===== src/flash_host_pkg.sv =====
package flash_host_pkg;
  // ----------------------------------------------------------------
  // Command codes
  // ----------------------------------------------------------------
  localparam logic [7:0] CMD_READ_ARRAY = 8'hff;
  localparam logic [7:0] CMD_READ_STATUS = 8'h70;
  localparam logic [7:0] CMD_CLEAR_STATUS = 8'h50;
  localparam logic [7:0] CMD_SLEEP = 8'hc0;
  localparam logic [7:0] CMD_BUF_WRITE = 8'he0;
  localparam logic [7:0] CMD_BUF_READ = 8'h75;
  localparam logic [7:0] CMD_LOCK_SETUP = 8'h60;
  localparam logic [7:0] CMD_LOCK = 8'h20;
  localparam logic [7:0] CMD_READ_ID = 8'h90;
  localparam logic [7:0] UNLOCK_DATA1 = 8'haa;
  localparam logic [7:0] UNLOCK_DATA2 = 8'h55;
  localparam logic [19:0] UNLOCK_ADDR1 = 20'h00555;
  localparam logic [19:0] UNLOCK_ADDR2 = 20'h002aa;
  localparam logic [19:0] LOCK_ID_OFFSET = 20'h00002;
  // ----------------------------------------------------------------
  // Status bit positions
  // ----------------------------------------------------------------
  localparam int SR_READY = 7;
  localparam int SR_ERASE_ERR = 5;
  localparam int SR_PROG_ERR = 4;
  localparam int SR_SLEEP = 2;
  localparam int SR_BOOT_LOCK = 1;
  // ----------------------------------------------------------------
  // Timing
  // ----------------------------------------------------------------
  localparam int CLK_PERIOD_NS = 8;
  localparam int PULSE_NS = 120;
  localparam int PULSE_CYC = (PULSE_NS + CLK_PERIOD_NS - 1) / CLK_PERIOD_NS;
  localparam int LOAD_GAP_US = 30;
  localparam int LOAD_GAP_CYC = LOAD_GAP_US * 1000 / CLK_PERIOD_NS;
  localparam int LOCK_REPEATS = 3;
  localparam int LOCK_RETRIES = 4;
  localparam int BUF_BYTES = 128;
  typedef enum logic [2:0] {
    OP_WRITE = 3'h0,
    OP_READ = 3'h1,
    OP_SEQ = 3'h2
  } op_t;
endpackage


===== src/bus_cycle.sv =====
`timescale 1ns/1ns
`default_nettype none
// One bus cycle on the parallel strobes: chip select and write or output
// strobe held low for a fixed number of clocks, address set up before.
module bus_cycle #(
  parameter int PULSE = flash_host_pkg::PULSE_CYC
) (
  input wire logic clk,
  input wire logic sys_rst,
  input wire logic start,
  input wire logic isWrite,
  input wire logic [19:0] addrIn,
  input wire logic [15:0] dataIn,
  input wire logic [15:0] dqIn,
  output logic busy,
  output logic done,
  output logic [15:0] rdData,
  output logic [19:0] addr,
  output logic [15:0] dqOut,
  output logic dqOe_n,
  output logic ce_n,
  output logic we_n,
  output logic oe_n
);
  logic [7:0] cnt_ff;
  logic [1:0] ph_ff;

  always_ff @(posedge clk or posedge sys_rst) begin
    if (sys_rst) begin
      ph_ff <= 2'h0;
      cnt_ff <= 8'h00;
      busy <= 1'b0;
      done <= 1'b0;
      ce_n <= 1'b1;
      we_n <= 1'b1;
      oe_n <= 1'b1;
      dqOe_n <= 1'b1;
      addr <= 20'h00000;
      dqOut <= 16'h0000;
      rdData <= 16'h0000;
    end else begin
      done <= 1'b0;
      unique case (ph_ff)
        2'h0: if (start) begin
          addr <= addrIn;
          dqOut <= dataIn;
          dqOe_n <= ~isWrite;
          busy <= 1'b1;
          oe_n <= isWrite;
          ph_ff <= 2'h1;
        end
        2'h1: begin
          // Write strobe falls with the output strobe already high.
          ce_n <= 1'b0;
          we_n <= ~oe_n;
          oe_n <= oe_n;
          cnt_ff <= 8'(PULSE);
          ph_ff <= 2'h3;
        end
        2'h3: begin
          if (cnt_ff > 8'h01) begin
            cnt_ff <= cnt_ff - 8'h01;
          end else begin
            rdData <= dqIn;
            we_n <= 1'b1;
            ce_n <= 1'b1;
            oe_n <= 1'b1;
            ph_ff <= 2'h2;
          end
        end
        2'h2: begin
          dqOe_n <= 1'b1;
          busy <= 1'b0;
          done <= 1'b1;
          ph_ff <= 2'h0;
        end
      endcase
    end
  end
endmodule
`default_nettype wire


===== src/flash_host_ctrl.sv =====
`timescale 1ns/1ns
`default_nettype none
// Overview of operation
// Status reads continue until another command; read-array returns the array.
// Status upper byte reads zero in word mode; byte mode floats upper lines.
// Status latched on later strobe fall; host toggles strobes for each read.
// Error bits four and five clear only by clear-status.
// With error set only clear, read-status and read-array are accepted.
// Sleep ignored once erase-suspend has been issued.
// Sleep is three writes ending in the sleep code.
// Device finishes operation, sets sleep flag, stays in status mode.
// Read-array wakes the device and clears the sleep flag.
// Buffer write is two unlocks, buffer-write code, then bytes any order.
// Buffer byte address comes from low address bits at write fall.
// Next buffer byte must start within 30 us of previous rise.
// Buffer read is two unlocks and read code, ended by read/reset.
// Loads hold output strobe high; address on later fall, data on rise.
// Width select sampled on the third command write fall.
// Power-up puts the device in read-array mode.
// Lock is six writes; host waits for ready flag afterwards.
// ID read at lock offset shows lock state; status bit one too.
// Reset/power-down pin low refuses all program and erase.
// Write-protect low locks boot block only.
// Write-protect at elevated level unlocks the boot block.
// Both pins normal high: boot block follows its lock bit.
// Host checks ready flag before reading error bits.
// Host retries lock on failed check and repeats it three more times; the code repeats it three times regardless and flags a failed final check.
module flash_host_ctrl #(
  parameter int LOAD_GAP = flash_host_pkg::LOAD_GAP_CYC
) (
  input wire logic clk,
  input wire logic sys_rst,
  input wire logic reqValid,
  input wire logic [3:0] reqOp,
  input wire logic [19:0] reqAddr,
  input wire logic [15:0] reqData,
  input wire logic wordMode,
  input wire logic protLow,
  input wire logic protElevated,
  input wire logic [15:0] dqIn,
  output logic reqReady,
  output logic rspValid,
  output logic [15:0] rspData,
  output logic rspError,
  output logic [19:0] addr,
  output logic [15:0] dqOut,
  output logic dqOe_n,
  output logic ce_n,
  output logic we_n,
  output logic oe_n,
  output logic byteWide_n,
  output logic reset_powerdown_pin,
  output logic wpLow,
  output logic elevated_high_level
);
  // ----------------------------------------------------------------
  // Orders: 0 read array, 1 read status, 2 clear status, 3 sleep,
  // 4 buffer load (one byte), 5 buffer read, 6 lock, 7 read lock id,
  // 8 raw read, 9 power down, 10 power up.
  // ----------------------------------------------------------------
  typedef enum logic [3:0] {
    ST_IDLE = 4'h0,
    ST_UNL1 = 4'h1,
    ST_UNL2 = 4'h3,
    ST_CMD = 4'h2,
    ST_DATA = 4'h6,
    ST_POLL = 4'h7,
    ST_DONE = 4'h5,
    ST_REPEAT = 4'h4,
    ST_LOCK1 = 4'hc,
    ST_LOCK2 = 4'h8
  } state_t;

  state_t state_ff;
  logic [3:0] op_ff;
  logic [19:0] addr_ff;
  logic [15:0] data_ff;
  logic [7:0] cmd_ff;
  logic bufOpen_ff;
  logic [31:0] gap_ff;
  logic [2:0] lockCnt_ff;
  logic start;
  logic isWrite;
  logic [19:0] cyAddr;
  logic [15:0] cyData;
  logic cyDone;
  logic cyBusy;
  logic [15:0] cyRd;

  function automatic logic [7:0] opCode(input logic [3:0] op);
    unique case (op)
      4'h0: opCode = flash_host_pkg::CMD_READ_ARRAY;
      4'h1: opCode = flash_host_pkg::CMD_READ_STATUS;
      4'h2: opCode = flash_host_pkg::CMD_CLEAR_STATUS;
      4'h3: opCode = flash_host_pkg::CMD_SLEEP;
      4'h4: opCode = flash_host_pkg::CMD_BUF_WRITE;
      4'h5: opCode = flash_host_pkg::CMD_BUF_READ;
      4'h6: opCode = flash_host_pkg::CMD_LOCK_SETUP;
      4'h7: opCode = flash_host_pkg::CMD_READ_ID;
      default: opCode = flash_host_pkg::CMD_READ_ARRAY;
    endcase
  endfunction

  // Ops 0..7 go through the unlock prelude, except a buffer load while the buffer is still open; the rest do not.
  function automatic logic usesUnlock(input logic [3:0] op);
    usesUnlock = (op < 4'h8);
  endfunction

  bus_cycle u_cycle (
    .clk(clk),
    .sys_rst(sys_rst),
    .start(start),
    .isWrite(isWrite),
    .addrIn(cyAddr),
    .dataIn(cyData),
    .dqIn(dqIn),
    .busy(cyBusy),
    .done(cyDone),
    .rdData(cyRd),
    .addr(addr),
    .dqOut(dqOut),
    .dqOe_n(dqOe_n),
    .ce_n(ce_n),
    .we_n(we_n),
    .oe_n(oe_n)
  );

  // ----------------------------------------------------------------
  // Cycle issue
  // ----------------------------------------------------------------
  always_comb begin
    start = 1'b0;
    isWrite = 1'b1;
    cyAddr = addr_ff;
    cyData = 16'h0000;
    if (!cyBusy && !cyDone) begin
      unique case (state_ff)
        ST_UNL1, ST_REPEAT: begin
          start = 1'b1;
          cyAddr = flash_host_pkg::UNLOCK_ADDR1;
          cyData = {8'h00, flash_host_pkg::UNLOCK_DATA1};
        end
        ST_UNL2, ST_LOCK1: begin
          start = 1'b1;
          cyAddr = flash_host_pkg::UNLOCK_ADDR2;
          cyData = {8'h00, flash_host_pkg::UNLOCK_DATA2};
        end
        ST_CMD: begin
          // Third cycle: the width select is already steady here. R15
          start = 1'b1;
          cyAddr = flash_host_pkg::UNLOCK_ADDR1;
          cyData = {8'h00, cmd_ff};
        end
        ST_LOCK2: begin
          start = 1'b1;
          cyAddr = flash_host_pkg::UNLOCK_ADDR1;
          cyData = {8'h00, flash_host_pkg::CMD_LOCK};
        end
        ST_DATA: begin
          start = 1'b1;
          // Loads keep the output strobe high. R14
          isWrite = (op_ff == 4'h4);
          cyAddr = addr_ff;
          cyData = data_ff;
        end
        ST_POLL: begin
          // A fresh strobe pulse per poll relatches the status. R3
          start = 1'b1;
          isWrite = 1'b0;
        end
        default: begin
          start = 1'b0;
        end
      endcase
    end
  end

  // ----------------------------------------------------------------
  // Sequencer
  // ----------------------------------------------------------------
  always_ff @(posedge clk or posedge sys_rst) begin
    if (sys_rst) begin
      state_ff <= ST_IDLE;
      op_ff <= 4'h0;
      addr_ff <= 20'h00000;
      data_ff <= 16'h0000;
      cmd_ff <= 8'h00;
      lockCnt_ff <= 3'h0;
      reqReady <= 1'b0;
      rspValid <= 1'b0;
      rspData <= 16'h0000;
      rspError <= 1'b0;
    end else begin
      rspValid <= 1'b0;
      reqReady <= (state_ff == ST_IDLE) && !reqValid;
      unique case (state_ff)
        ST_IDLE: if (reqValid && reqReady) begin
          reqReady <= 1'b0;
          op_ff <= reqOp;
          addr_ff <= reqAddr;
          data_ff <= reqData;
          cmd_ff <= opCode(reqOp);
          lockCnt_ff <= 3'h0;
          rspError <= 1'b0;
          if (reqOp == 4'h4 && bufOpen_ff) begin
            // Buffer still open within the gap: just load. R10
            state_ff <= ST_DATA;
          end else if (usesUnlock(reqOp)) begin
            state_ff <= ST_UNL1;
          end else if (reqOp == 4'h8) begin
            state_ff <= ST_DATA;
          end else begin
            state_ff <= ST_DONE;
          end
        end
        ST_UNL1: if (cyDone) state_ff <= ST_UNL2;
        ST_UNL2: if (cyDone) state_ff <= ST_CMD;
        ST_CMD: if (cyDone) begin
          if (op_ff == 4'h6 && cmd_ff == flash_host_pkg::CMD_LOCK_SETUP) begin
            state_ff <= ST_REPEAT;
          end else if (op_ff == 4'h4 || op_ff == 4'h5 || op_ff == 4'h1) begin
            state_ff <= ST_DATA;
          end else if (op_ff == 4'h3 || op_ff == 4'h2) begin
            // Sleep and clear finish by polling status. R7
            state_ff <= ST_POLL;
          end else if (op_ff == 4'h7) begin
            addr_ff <= flash_host_pkg::LOCK_ID_OFFSET;
            state_ff <= ST_DATA;
          end else begin
            state_ff <= ST_DONE;
          end
        end
        ST_REPEAT: if (cyDone) begin
          cmd_ff <= flash_host_pkg::UNLOCK_DATA2;
          state_ff <= ST_LOCK1;
        end
        ST_LOCK1: if (cyDone) state_ff <= ST_LOCK2;
        ST_LOCK2: if (cyDone) begin
          // Six writes in all; ready flag ends the lock. R17
          state_ff <= ST_POLL;
        end
        ST_DATA: if (cyDone) begin
          rspData <= cyRd;
          state_ff <= ST_DONE;
        end
        ST_POLL: if (cyDone) begin
          rspData <= cyRd;
          // Ready first, then the error bits. R23
          if (cyRd[flash_host_pkg::SR_READY]) begin
            rspError <= cyRd[flash_host_pkg::SR_PROG_ERR]
              | cyRd[flash_host_pkg::SR_ERASE_ERR];
            if (op_ff == 4'h6 && lockCnt_ff <
                3'(flash_host_pkg::LOCK_REPEATS)) begin
              // Lock is repeated once ready is set, before the lock bit is checked. R24
              lockCnt_ff <= lockCnt_ff + 3'h1;
              cmd_ff <= flash_host_pkg::CMD_LOCK_SETUP;
              state_ff <= ST_UNL1;
            end else begin
              if (op_ff == 4'h6) begin
                rspError <= ~cyRd[flash_host_pkg::SR_BOOT_LOCK];
              end
              state_ff <= ST_DONE;
            end
          end
        end
        ST_DONE: begin
          rspValid <= 1'b1;
          state_ff <= ST_IDLE;
        end
        default: state_ff <= ST_IDLE;
      endcase
    end
  end

  // ----------------------------------------------------------------
  // Buffer-write window: after 30 us without a load the device leaves
  // buffer mode, so the next load must re-issue the command prefix.
  // ----------------------------------------------------------------
  always_ff @(posedge clk or posedge sys_rst) begin
    if (sys_rst) begin
      bufOpen_ff <= 1'b0;
      gap_ff <= 32'h0;
    end else if (state_ff == ST_DATA && op_ff == 4'h4 && cyDone) begin
      bufOpen_ff <= 1'b1;
      gap_ff <= 32'(LOAD_GAP) - 32'h2;
    end else if (state_ff == ST_UNL1 || op_ff != 4'h4) begin
      bufOpen_ff <= 1'b0;
    end else if (gap_ff != 32'h0) begin
      gap_ff <= gap_ff - 32'h1;
    end else begin
      bufOpen_ff <= 1'b0;
    end
  end

  // ----------------------------------------------------------------
  // Protection and width pins
  // ----------------------------------------------------------------
  always_ff @(posedge clk or posedge sys_rst) begin
    if (sys_rst) begin
      reset_powerdown_pin <= 1'b0;
      wpLow <= 1'b1;
      elevated_high_level <= 1'b0;
      byteWide_n <= 1'b1;
    end else begin
      if (state_ff == ST_IDLE && reqValid && reqReady) begin
        if (reqOp == 4'h9) reset_powerdown_pin <= 1'b0;
        if (reqOp == 4'ha) reset_powerdown_pin <= 1'b1;
      end
      wpLow <= protLow;
      elevated_high_level <= protElevated & ~protLow;
      if (state_ff == ST_IDLE) byteWide_n <= wordMode;
    end
  end
endmodule
`default_nettype wire


===== config.mk =====
export PLATFORM = sky130hd
export DESIGN_NAME = flash_host_ctrl
export DESIGN_NICKNAME = d
export VERILOG_FILES = /design/src/flash_host_pkg.sv /design/src/bus_cycle.sv /design/src/flash_host_ctrl.sv
export SDC_FILE = /design/constraint.sdc
export NUM_CORES = 1
export LEC_CHECK = 0
export ABC_AREA = 0
export BUFFER_PORTS_ARGS = -buffer_cell sky130_fd_sc_hd__buf_2
export CAP_MARGIN = 25
export CORE_MARGIN = 2
export CORE_UTILIZATION = 55
export DETAILED_ROUTE_END_ITERATION = 12
export HOLD_SLACK_MARGIN = 0.02
export PLACE_DENSITY_LB_ADDON = 0.12
export SLEW_MARGIN = 40
export SYNTH_ARGS = -nofsm -noshare
export SYNTH_HDL_FRONTEND = slang
export SYNTH_SLANG_ARGS = --single-unit

===== constraint.sdc =====
create_clock -name clk -period 14.6 [get_ports clk]
set_input_delay 1.46 -clock clk [delete_from_list [all_inputs] [get_ports clk]]
set_output_delay 1.46 -clock clk [all_outputs]
set_load 0.05 [all_outputs]

# [After elaboration in Yosys (flattened, before gate mapping)]
# Memories as Yosys holds them, arrays and structs flattened.
# Cells that the tools add are included.
[totals] register_bits=179 rom_bits=64 inputBits=62 output_inout_bits=63 elab_cells=213 mem_count=1
[op_classes] addsub=3 magnitude_cmp=3 n_eq_ne=45 mux=78 bitwise_logic=7 reduce_logical=49
[mem_list] memory="(no name shown)" depth=8 width=8 rd=1 rd_clocked_by_memory_dff=0 wr=0 line_no="flash_host_ctrl.sv:91" rtl="unique case (op)"
[ops] operator="2-to-1 mux 20 bit" count=7
[ops] operator="2-to-1 mux 32 bit" count=3
[ops] operator="case mux 16 bit (5 select lines)" count=1
[ops] operator="case mux 20 bit (2 select lines)" count=2
[ops] operator="2-to-1 mux 8 bit" count=7
[ops] operator="2-to-1 mux 4 bit" count=10
[ops] operator="== test 4 x 3 -> 1 bit, second input constant" count=9
[ops] operator="case mux 4 bit (9 select lines)" count=1
[ops] operator="nonzero test 32 bit" count=1
[ops] operator="subtractor 32 x 1 -> 32 bit, second input constant" count=1
[ops] operator="case mux 8 bit (3 select lines)" count=1
[ops] operator="2-to-1 mux 1 bit" count=21
[ops] operator="2-to-1 mux 3 bit" count=7
[ops] operator="== test 4 bit, second input constant" count=5
[ops] operator="!= test 2 x 1 -> 1 bit, second input constant" count=10
[ops] operator="AND reduction 2 bit" count=10
[ops] operator="!= test 2 bit, second input constant" count=9
[ops] operator="== test 4 x 2 -> 1 bit, second input constant" count=4
[ops] operator="2-to-1 mux 16 bit" count=1
[ops] operator="case mux 8 bit (2 select lines)" count=1
[ops] operator="2-to-1 mux 2 bit" count=7
[ops] operator="case mux 1 bit (2 select lines)" count=7
[ops] operator="nonzero test 2 bit" count=7
[ops] operator="logical AND 1 bit" count=10
[ops] operator="other kinds (30)" count=43

# [Depth between registers and ports, before layout]
# Gate-level depths: netlist of run 1.
[depth] depth_word=7 ltp_mapped=8 ltp_nobuf=7

# [Cells and area by module]
# A second synthesis of run 1 with hierarchy kept.
[hier_totals] cells_unflattened=826 hier_area_um2=8783.4
[modules_own_cells] mod="flash_host_ctrl" n_inst=1 cells_per_inst=637 area_each_um2=6013.3 seq_area_each_um2=2730.1
[modules_own_cells] mod="bus_cycle" n_inst=1 cells_per_inst=189 area_each_um2=2770.2 seq_area_each_um2=1706.6

# [Least setup slack after synthesis of run 1]
# OpenSTA, ideal clock, no wires.
[synth_path] path_kind="input -> register" from="input reqOp[2]" to="register state_ff[1]" setup_ns=0.079 arrival_ns=2.524 t_required_ns=14.521 slack_ns=11.997 path_stages=6 n_path_buf=1 path_cell_list="clkbuf_1 -> and3b_1 -> o21ai_0 -> a2111oi_0 -> a211oi_1 -> mux2i_1"
[synth_via] elab_chain_cells=6 elab_cells_between_ends=9 cone_classes="order compare (1); eq/ne (2); mux (5); reduce/logical (1)"
[synth_rtl] element="from (decl)" line_no="flash_host_ctrl.sv:34" rtl="input wire logic [3:0] reqOp,"
[synth_rtl] element="branches (longest 3 deep; another with less-than comparator 4 bit)"
[synth_rtl] element="2-to-1 mux 3 bit (*)" line_no="flash_host_ctrl.sv:205" rtl="if (reqOp == 4'h4 && bufOpen_ff) begin"
[synth_rtl] element="2-to-1 mux 4 bit (*)" line_no="flash_host_ctrl.sv:197" rtl="ST_IDLE: if (reqValid && reqReady) begin"
[synth_rtl] element="case mux 4 bit (9 select lines) (*)" line_no="flash_host_ctrl.sv:196" rtl="unique case (state_ff)"
[synth_rtl] element="to (signal assigned)" line_no="flash_host_ctrl.sv:207" rtl="state_ff <= ST_DATA;"
[synth_rtl] element="to (signal assigned)" line_no="flash_host_ctrl.sv:209" rtl="state_ff <= ST_UNL1;"
[synth_rtl] element="to (signal assigned)" line_no="flash_host_ctrl.sv:211" rtl="state_ff <= ST_DATA;"
[synth_rtl] element="to (decl)" line_no="flash_host_ctrl.sv:74" rtl="state_t state_ff;"
# Every way passes the cells marked *. The select of a mux whose other input is x is not followed.
# A chain may end at the register's enable or synchronous reset.

# [Worst setup path after layout of run 1]
[layout_path] from="register state_ff[2]" to="register u_cycle.oe_n"
[layout_via] elab_chain_cells=6 elab_cells_between_ends=17 cone_classes="eq/ne (9); mux (6); reduce/logical (2)"
[layout_rtl] element="from (signal assigned)" line_no="flash_host_ctrl.sv:183" rtl="state_ff <= ST_IDLE;"
[layout_rtl] element="from (signal assigned)" line_no="flash_host_ctrl.sv:207"
[layout_rtl] element="from (signal assigned)" line_no="flash_host_ctrl.sv:209"
[layout_rtl] element="== test 4 x 3 -> 1 bit (tied with other cells)" line_no="flash_host_ctrl.sv:137" rtl="unique case (state_ff)"
[layout_rtl] element="OR reduction 8 bit (no line)"
[layout_rtl] element="2-to-1 mux 1 bit" line_no="flash_host_ctrl.sv:137"
[layout_rtl] element="2-to-1 mux 1 bit" line_no="flash_host_ctrl.sv:136" rtl="if (!cyBusy && !cyDone) begin"
[layout_rtl] element="!= test 2 bit (no line)"
[layout_rtl] element="AND reduction 3 bit (no line)"
[layout_rtl] element="to (signal assigned)" line_no="bus_cycle.sv:49" rtl="oe_n <= isWrite;"
[layout_rtl] element="to (signal assigned)" line_no="bus_cycle.sv:56" rtl="oe_n <= oe_n;"
[layout_rtl] element="to (decl)" line_no="bus_cycle.sv:23" rtl="output logic oe_n"
# Parallel ways exist; a longest one is shown, timed or not. The select of a mux whose other input is x is not followed.

==> flow_summary.toml, run 1 <==
[grt]
grt.total_usage_pct = 25.3
grt_max_degree = 62
antenna_found_initial = 0
gr-total-overflow = 0
grt_pass1_vias = 6449
grt_pass1_wl_mm = 32.7

[synthesis]
synth_edf_count = 0
yosys_most_used_dff = "dfrtp_1"
synthTopCellsByArea = "dfrtp_1 (51%), nand2_1 (5.9%), mux2_2 (5.2%)"
synthCells = 858
yosysWarningCount = 0
yosysSeqAreaShare_pct = 52.8
yosysTopAreaCellShare_pct = 50.9
yosysMostFrequentCell = "dfrtp_1"
async_flop_share_pct = 100
yosysTopAreaCell = "dfrtp_1"
ys_ff_latch = 177
ys_types = 77
synth_area_sq_mm = 0.00841
netlist_top_cells_count = "dfrtp_1 (171), nand2_1 (133), nor2_1 (64)"
avgSynthCellArea_sq_um = 9.80
synth_fp_nets = 928

[pwr]
powerDensity_mw_per_mm2 = 232
seq_power_share_pct = 37.5
cellLeakagePower_nw = 4.56
netSwitchingPower_mw = 1.06
intPower_mw = 1.22
ir_drop_uv = 142
p_sw_share_pct = 46.7
fin_total_pwr_mw = 2.28
p_clk_share_pct = 19.6
combPwrFrac_pct = 42.9

[drt]
vias_per_cell = 5.78
routedWlPerCell_um = 16.9
drc = 0
dr_total_vias = 6733
drt-total-wl_mm = 19.7
drt_iter0_drc = 566
ant_nets = 0
firstDrtPassIters = 5

[floorplanning]
initial_utilization_pct = 55.7
fp.dieH_um = 128
rows = 45
die-area_sq_mm = 0.0163
fp.dieW_um = 128
core_area_sq_mm = 0.0151
ioPinCount = 125

[cells_and_area]
fin_cells = 1164
drive_above_1_share_pct = 24.6
area_growth_syn_to_layout_pct = 16.7
fin_nets = 1033
design_area_sq_mm = 0.00981
antenna_cells = 0
num-fill-cells = 1276

[worst_hold_path]
hp-class = "register to register"
holdPathStages = 2
hp-start = "u_cycle.addr[11]"
min_to = "u_cycle.addr[11]"

[placed_design]
dp_slack_ps = 11060
portBuffers = 124
dp_hpwl_mm = 13.4
placed_cell_area_sq_mm = 0.00922
place_inst = 1132
gp_congestion = 0.866

[worst_setup_path]
regToRegEndpoint = "u_cycle.oe_n"
crit_fanout = 33
reg2reg_from = "state_ff[2]"
r2r_slack_ps = 11490
critPathKind = "register to register"
cp.arrival_ps = 3470
critPathLaunchType = "register"
cp-end-kind = "register"
reg2reg_depth = 5
cp.required_ps = 14970

[flow_run]
cap_violations = 0

[timing]
fmax_mhz = 322
slew_headroom_pct = 44.1
period_share_pct = 21.3
setup_slack_ps = 11490
finalHoldViolations = 0
finalCriticalPeriod_ps = 3110
skew_ps = 14.3
worstMarginPinSlew_ps = 830
drv_slew = 0
rsz0062_at_grt = "no"
finalSetupViolCount = 0
setup_tns_ps = 0

[clocking]
holdBufCountCts = 0
cts_tree = "built"
cts.clk_slew.worst_paths_ps = 70
cts_buffers = 17
clockRootBuffer = "clkbuf_16"
cts_sinks = 177
clockBufferDepth = 2
cts_setup_buffers = 0
htreeDepth = 4
cts_resized = 0
insertion_delay_ps = 440

[status]
outcome = "completed"
[sequential cells by signal (all words and copies together), names as in the netlist, 6 cells and up]
register,count
u_cycle.cnt_ff,8
addr_ff,20
u_cycle.dqOut,16
u_cycle.rdData,16
data_ff,16
u_cycle.addr,20
rspData,16
gap_ff,32
cmd_ff,6
[routing by layer]
layer | GRT usage, % | wire length, um | share of wire [%]
met5 | 0 | 0 | 0
met4 | 7.05 | 205 | 1.0
met3 | 4.90 | 955 | 4.8
met2 | 39.4 | 9240 | 47
met1 | 36.7 | 9310 | 47
[final cells by class]
| type | instances | area, sq um | share of cell area, % |
|---|---|---|---|
| timing repair buffer | 134 | 719 | 7.34 |
| sequential | 177 | 4440 | 45.3 |
| tap | 188 | 235 | 2.40 |
| clock buffer | 18 | 439 | 4.48 |
| clock inverter | 14 | 140 | 1.43 |
| multi-input combinational | 596 | 3690 | 37.6 |
| inverter | 37 | 144 | 1.47 |
[cells in the final DEF (no fill, tap or decap), types with 6 or more instances in the layout]
cell	count
or3_1	7
nor2b_1	11
nor4_1	14
xor2_1	16
clkbuf_16	17
nand3b_1	6
o211ai_1	10
o2111ai_1	7
a31oi_1	12
a21oi_1	36
nor3_1	13
dfstp_2	6
nand2b_1	7
o21a_1	6
ha_1	8
nand3_1	39
dfrtp_1	169
inv_1	35
nor2_1	63
mux2_2	39
xnor2_1	11
nand2_1	133
buf_2	125
nand4_1	8
or4_1	8
o21ai_0	61
[per-stage QoR]
step,util [%],hold WS [ps]
2_1_floorplan,-,440
3_3_place_gp,60.5,444
3_5_place_dp,61.1,450
4_1_cts,64.9,465
5_1_grt,65.0,487
6_report,65.0,460
[logic make-up after synthesis]
logic type      after synthesis  synth area share, %
compound gates              174                 13.2
xor+xnor                     27                 2.81
fa+ha+maj                     8                 1.19
buf+inv                      85                 4.27
flops                       177                 52.8
mux                          43                 5.70
simple gates                344                 20.0
[power groups by stage]
stage               Combinational [mW]  Clock, mW  Sequential, mW
global route                      1.07      0.476           0.882
floorplan                        0.559          0            1.03
CTS                              0.982      0.452           0.851
finish                           0.979      0.446           0.854
global placement                 0.956          0           0.850
detailed placement               0.980          0           0.854
[worst max path at each step]
stage                           start  slack (ps)  depth (start not counted)                end
after floorplan               sys_rst        8350                          1         addr_ff[0]
after global placement        sys_rst       11060                          4  u_cycle.rdData[0]
after detailed placement      sys_rst       11060                          4         rspData[0]
after CTS                 state_ff[2]       11520                          5       u_cycle.oe_n
after global routing      state_ff[2]       11250                          5       u_cycle.oe_n
final                     state_ff[2]       11490                          5       u_cycle.oe_n
[critical path: stages, from the launching register on]
cell      delay, ps
dfrtp_1         840
nor2b_1         440
nand2_1         210
a2111o_2        790
or4_1           610
o31a_1          130
(Power assumes the default switching activity.)
==> run 2, diff against run 1 <==
Clock period 14.6 ns to 2.9 ns, I/O delays scaled along.
==> run 2 against run 1 <==
Effect of this change:
- count of clock-buffer cells in the layout unchanged
- routed wire length increased by 1.1%
- combinational power increased to 5.3 times the previous value
- utilization increased by 0.66 points
- critical path type unchanged
- sequential cell count unchanged
==> flow_summary.toml, run 2 (same netlist as run 1, synthesis figures left out) <==
[status]
outcome = "completed"

[placed_design]
dp_hpwl_mm = 13.7
dp_slack_ps = 498
gp_congestion = 0.848
placed_cell_area_sq_mm = 0.00931
place_inst = 1149
portBuffers = 124

[cells_and_area]
mostFrequentLayoutCells = "dfrtp_1 (171), nand2_1 (133), buf_2 (125)"
antenna_cells = 0
fin_nets = 1052
fin_cells = 1183
regMostFlops = "gap_ff"
largest_reg_flops = 32
fin_util_pct = 65.7
area_growth_syn_to_layout_pct = 17.8
reg_top3 = "gap_ff: 32 flops, addr_ff: 20 flops, u_cycle.addr: 20 flops"
drive_above_1_share_pct = 25.0
design_area_sq_mm = 0.00991
mostFrequentLayoutCell = "dfrtp_1"

[worst_hold_path]
holdPathStages = 3
hp-start = "reqData[8]"
hp-class = "input port to register"
min_to = "data_ff[8]"

[timing]
finalCriticalPeriod_ps = 2450
setup_tns_ps = 0
fmax_mhz = 409
rsz0062_at_grt = "no"
hold_slack_ps = 44.8
setup_slack_ps = 454
period_share_pct = 84.4
slew_headroom_pct = 45.8
skew_ps = 12.5
finalSetupViolCount = 0
finalHoldViolations = 0
worstMarginPinSlew_ps = 810
drv_slew = 0

[clocking]
insertion_delay_ps = 430
cts_buffers = 17
cts_sinks = 177
clockRootBuffer = "clkbuf_16"
cts.clk_slew.worst_paths_ps = 70
cts_resized = 0
clockBufferDepth = 2
cts_tree = "built"
htreeDepth = 4

[worst_setup_path]
critPathLaunchType = "register"
cp-end-kind = "register"
regToRegEndpoint = "gap_ff[21]"
reg2reg_from = "gap_ff[7]"
cp.required_ps = 3250
reg2reg_depth = 5
critPathKind = "register to register"
max_stage_delay_ps = 710
critPathSlowestCell = "or4_1"
crit_fanout = 12
crit_chain = "or4_1, nor3_4, o211ai_2, or4_1, a21oi_1"
cp.arrival_ps = 2800
r2r_slack_ps = 450
cp_common_cell = "or4_1"
crit_start = "gap_ff[7]"

[pwr]
fin_total_pwr_mw = 11.7
cellLeakagePower_nw = 4.64
powerDensity_mw_per_mm2 = 1180
ir_drop_uv = 807

[drt]
routedWlPerCell_um = 16.8
vias_per_cell = 5.72
dr_total_vias = 6768
ant_nets = 0
drc = 0
drt_iter0_drc = 543
wl_met2_mm = 9.40
wl_met1_mm = 9.19
wl_met3_mm = 1.05
drt-total-wl_mm = 19.9
dr.max_layer_used = "met4"
firstDrtPassIters = 5

[floorplanning]
fp.dieH_um = 128
fp.dieW_um = 128
die-area_sq_mm = 0.0163
core_area_sq_mm = 0.0151
initial_utilization_pct = 55.7
rows = 45
ioPinCount = 125

[grt]
grt_pass1_wl_mm = 33.3
grt.total_usage_pct = 25.8
grt_pass1_vias = 6627
grt_max_degree = 114
antenna_found_initial = 0
gr-total-overflow = 0

[flow_run]
cap_violations = 0
run 2: final cells by class:
type	count	area (sq um)
multi-input combinational	596	3650
sequential	177	4440
inverter	37	143
timing repair buffer	153	866
clock buffer	18	429
tap	188	235
clock inverter	14	146
fill	1263	5180
run 2: report_power, final:
| group | switching (mW) | total (mW) | leakage (nW) | internal [mW] |
|---|---|---|---|---|
| Sequential | 0.781 | 4.19 | 2.22 | 3.41 |
| Combinational | 3.53 | 5.23 | 2.15 | 1.69 |
| Clock | 1.03 | 2.25 | 0.270 | 1.21 |
run 2: worst max path at each step:
stage	end	slack, ps	cells past startpoint
4_1_cts	gap_ff[21]	480	5
2_1_floorplan	addr_ff[0]	350	1
3_3_place_gp	gap_ff[21]	570	5
5_1_grt	gap_ff[27]	220	5
6_report	gap_ff[21]	450	5
3_5_place_dp	u_cycle.addr[9]	500	6
run 2: layer usage:
metal	global-route usage (%)	vias up
met5	0	-
met4	7.69	0
met3	5.44	22
met2	40.4	183
met1	36.7	3293
li1	-	3270
run 2: worst max-delay path: cells and delay by family, from the launching register on:
family          cells  cell delay, ps
simple gates        3            1490
flops               1             430
compound gates      2             440
run 2: timing repair:
action                                 4_1_cts  5_1_grt
hold buffers                                 2        0
endpoints found under the hold margin       66        0
setup buffers                                0        0
==> run 3, diff against run 2 <==
Clock period 2.9 ns to 2.4 ns, I/O delays scaled along.
==> run 3 against run 2 <==
Effect of this change:
- setup slack got worse by 360 ps
- critical path depth rose by 1
- sequential cell count did not move
- combinational power rose by 29%
- hold slack got worse by 14 ps
- largest power group unchanged
- highest routed layer unchanged
==> flow_summary.toml, run 3 (same netlist as run 1, synthesis figures left out) <==
[status]
outcome = "completed"

[placed_design]
portBuffers = 124
dp_hpwl_mm = 14.2
gp_congestion = 0.853

[drt]
drt-total-wl_mm = 20.6
firstDrtPassIters = 5
vias_per_cell = 5.71
drc = 0
ant_nets = 0
drt_iter0_drc = 517
dr_total_vias = 6983
routedWlPerCell_um = 16.9

[grt]
grt.total_usage_pct = 26.6
gr-total-overflow = 0
grt_pass1_wl_mm = 34.3
antenna_found_initial = 0
grt_max_degree = 43
grt_pass1_vias = 6975

[clocking]
cts.clk_slew.worst_paths_ps = 70
cts_buffers = 17
clockBufferDepth = 2
cts_setup_buffers = 0
cts_tree = "built"
htreeDepth = 4
clockRootBuffer = "clkbuf_16"
cts_sinks = 177
insertion_delay_ps = 430

[cells_and_area]
antenna_cells = 0
mostFrequentLayoutCells = "dfrtp_1 (171), nand2_1 (133), buf_2 (124)"
num-fill-cells = 1212
regMostFlops = "gap_ff"
largest_reg_flops = 32
fin_nets = 1091
area_growth_syn_to_layout_pct = 22.7
drive_above_1_share_pct = 26.3
mostFrequentLayoutCell = "dfrtp_1"
reg_top3 = "gap_ff: 32 flops, addr_ff: 20 flops, u_cycle.addr: 20 flops"

[floorplanning]
fp.dieW_um = 128
rows = 45
initial_utilization_pct = 55.7
fp.dieH_um = 128
core_area_sq_mm = 0.0151
die-area_sq_mm = 0.0163
ioPinCount = 125

[worst_setup_path]
cp.required_ps = 2710
critPathLaunchType = "register"
crit_fanout = 12
cp.arrival_ps = 2610
critPathKind = "register to register"
cp-end-kind = "register"

[pwr]
powerDensity_mw_per_mm2 = 1410
netSwitchingPower_mw = 6.52
cellLeakagePower_nw = 4.85
combPwrFrac_pct = 46.3
fin_total_pwr_mw = 14.6
seq_power_share_pct = 34.3
ir_drop_uv = 975
p_clk_share_pct = 19.4
intPower_mw = 8.04
p_sw_share_pct = 44.8

[timing]
skew_ps = 9.17
period_share_pct = 95.9
worstMarginPinSlew_ps = 636
finalSetupViolCount = 0
rsz0062_at_grt = "yes"
finalCriticalPeriod_ps = 2300
fmax_mhz = 434
drv_slew = 0
slew_headroom_pct = 57.5
finalHoldViolations = 0
setup_tns_ps = 0

[worst_hold_path]
hp-class = "input port to register"

[flow_run]
cap_violations = 0
-- run 3: cell count changes in the layout (fill, tap and decap cells not counted), sizes merged --
cell / change
buf: +22
dlygate4sd3: +17
inv: -3
clkbuf: +2
bufinv: +1
clkinv: +1
clkinvlp: -1
-- run 3: cell type report --
cell class | instances | area (sq um) | share of cell area (%)
clock buffers | 20 | 457 | 4.43
clock inverters | 12 | 146 | 1.42
inverters | 37 | 143 | 1.38
multi-input cells | 596 | 3650 | 35.4
well taps | 188 | 235 | 2.28
flip-flops and latches | 177 | 4440 | 43.0
repair buffers | 192 | 1240 | 12.0
-- run 3: stage by stage --
stage	utilization, %	area [sq um]	setup slack, ps	std cells	hold slack [ps]
after floorplan	-	8410	-102	858	244
after global placement	63.0	9510	180	1170	351
after detailed placement	63.1	9520	178	1171	354
after CTS	68.3	10300	160	1222	25.1
after global routing	68.3	10300	-3.08	1222	28.6
final	68.3	10300	97.7	1222	31.1
-- run 3: path summary, 6_finish.rpt --
kind	end	depth (start not counted)	slack [ps]	from
worst max-delay path	cmd_ff[7]	6	100	state_ff[1]
min in group asynchronous	u_cycle.addr[19]	3	440	sys_rst
worst min register to register	u_cycle.addr[15]	2	460	u_cycle.addr[15]
worst max register to register	cmd_ff[7]	6	100	state_ff[1]
max in group asynchronous	data_ff[0]	4	1230	sys_rst
worst min-delay path	data_ff[5]	3	30	reqData[5]
-- run 3: per-layer routing --
metal  up-vias  global-route usage [%]  wire length, um
met2       219                    43.3             9860
met1      3396                    36.4             9290
met4         0                    8.40              308
met5         -                       0                0
met3        25                    5.15             1140
li1       3343                       -                -
-- run 3: worst max-delay path, stage by stage (launching register included) --
cell and delay, ps:
dfrtp_1 490, buf_4 240, or2_2 310, a21oi_1 300
a21oi_1 150, nor2_2 300, mux2_2 390
-- run 3: power by group through the flow --
| stage | Clock (mW) | Combinational [mW] | Sequential (mW) |
|---|---|---|---|
| 4_1_cts | 2.86 | 6.71 | 5.00 |
| 2_1_floorplan | 0 | 3.40 | 6.27 |
| 6_report | 2.82 | 6.74 | 5.00 |
| 3_3_place_gp | 0 | 6.55 | 5.00 |
| 5_1_grt | 3.00 | 7.36 | 5.16 |
| 3_5_place_dp | 0 | 6.64 | 5.03 |
-- run 3: what timing repair did --
action / CTS / global route
endpoints found under the setup margin: 0 / 4
hold buffers: 19 / 0
hold endpoints to repair: 37 / 0
resized for setup: 0 / 2
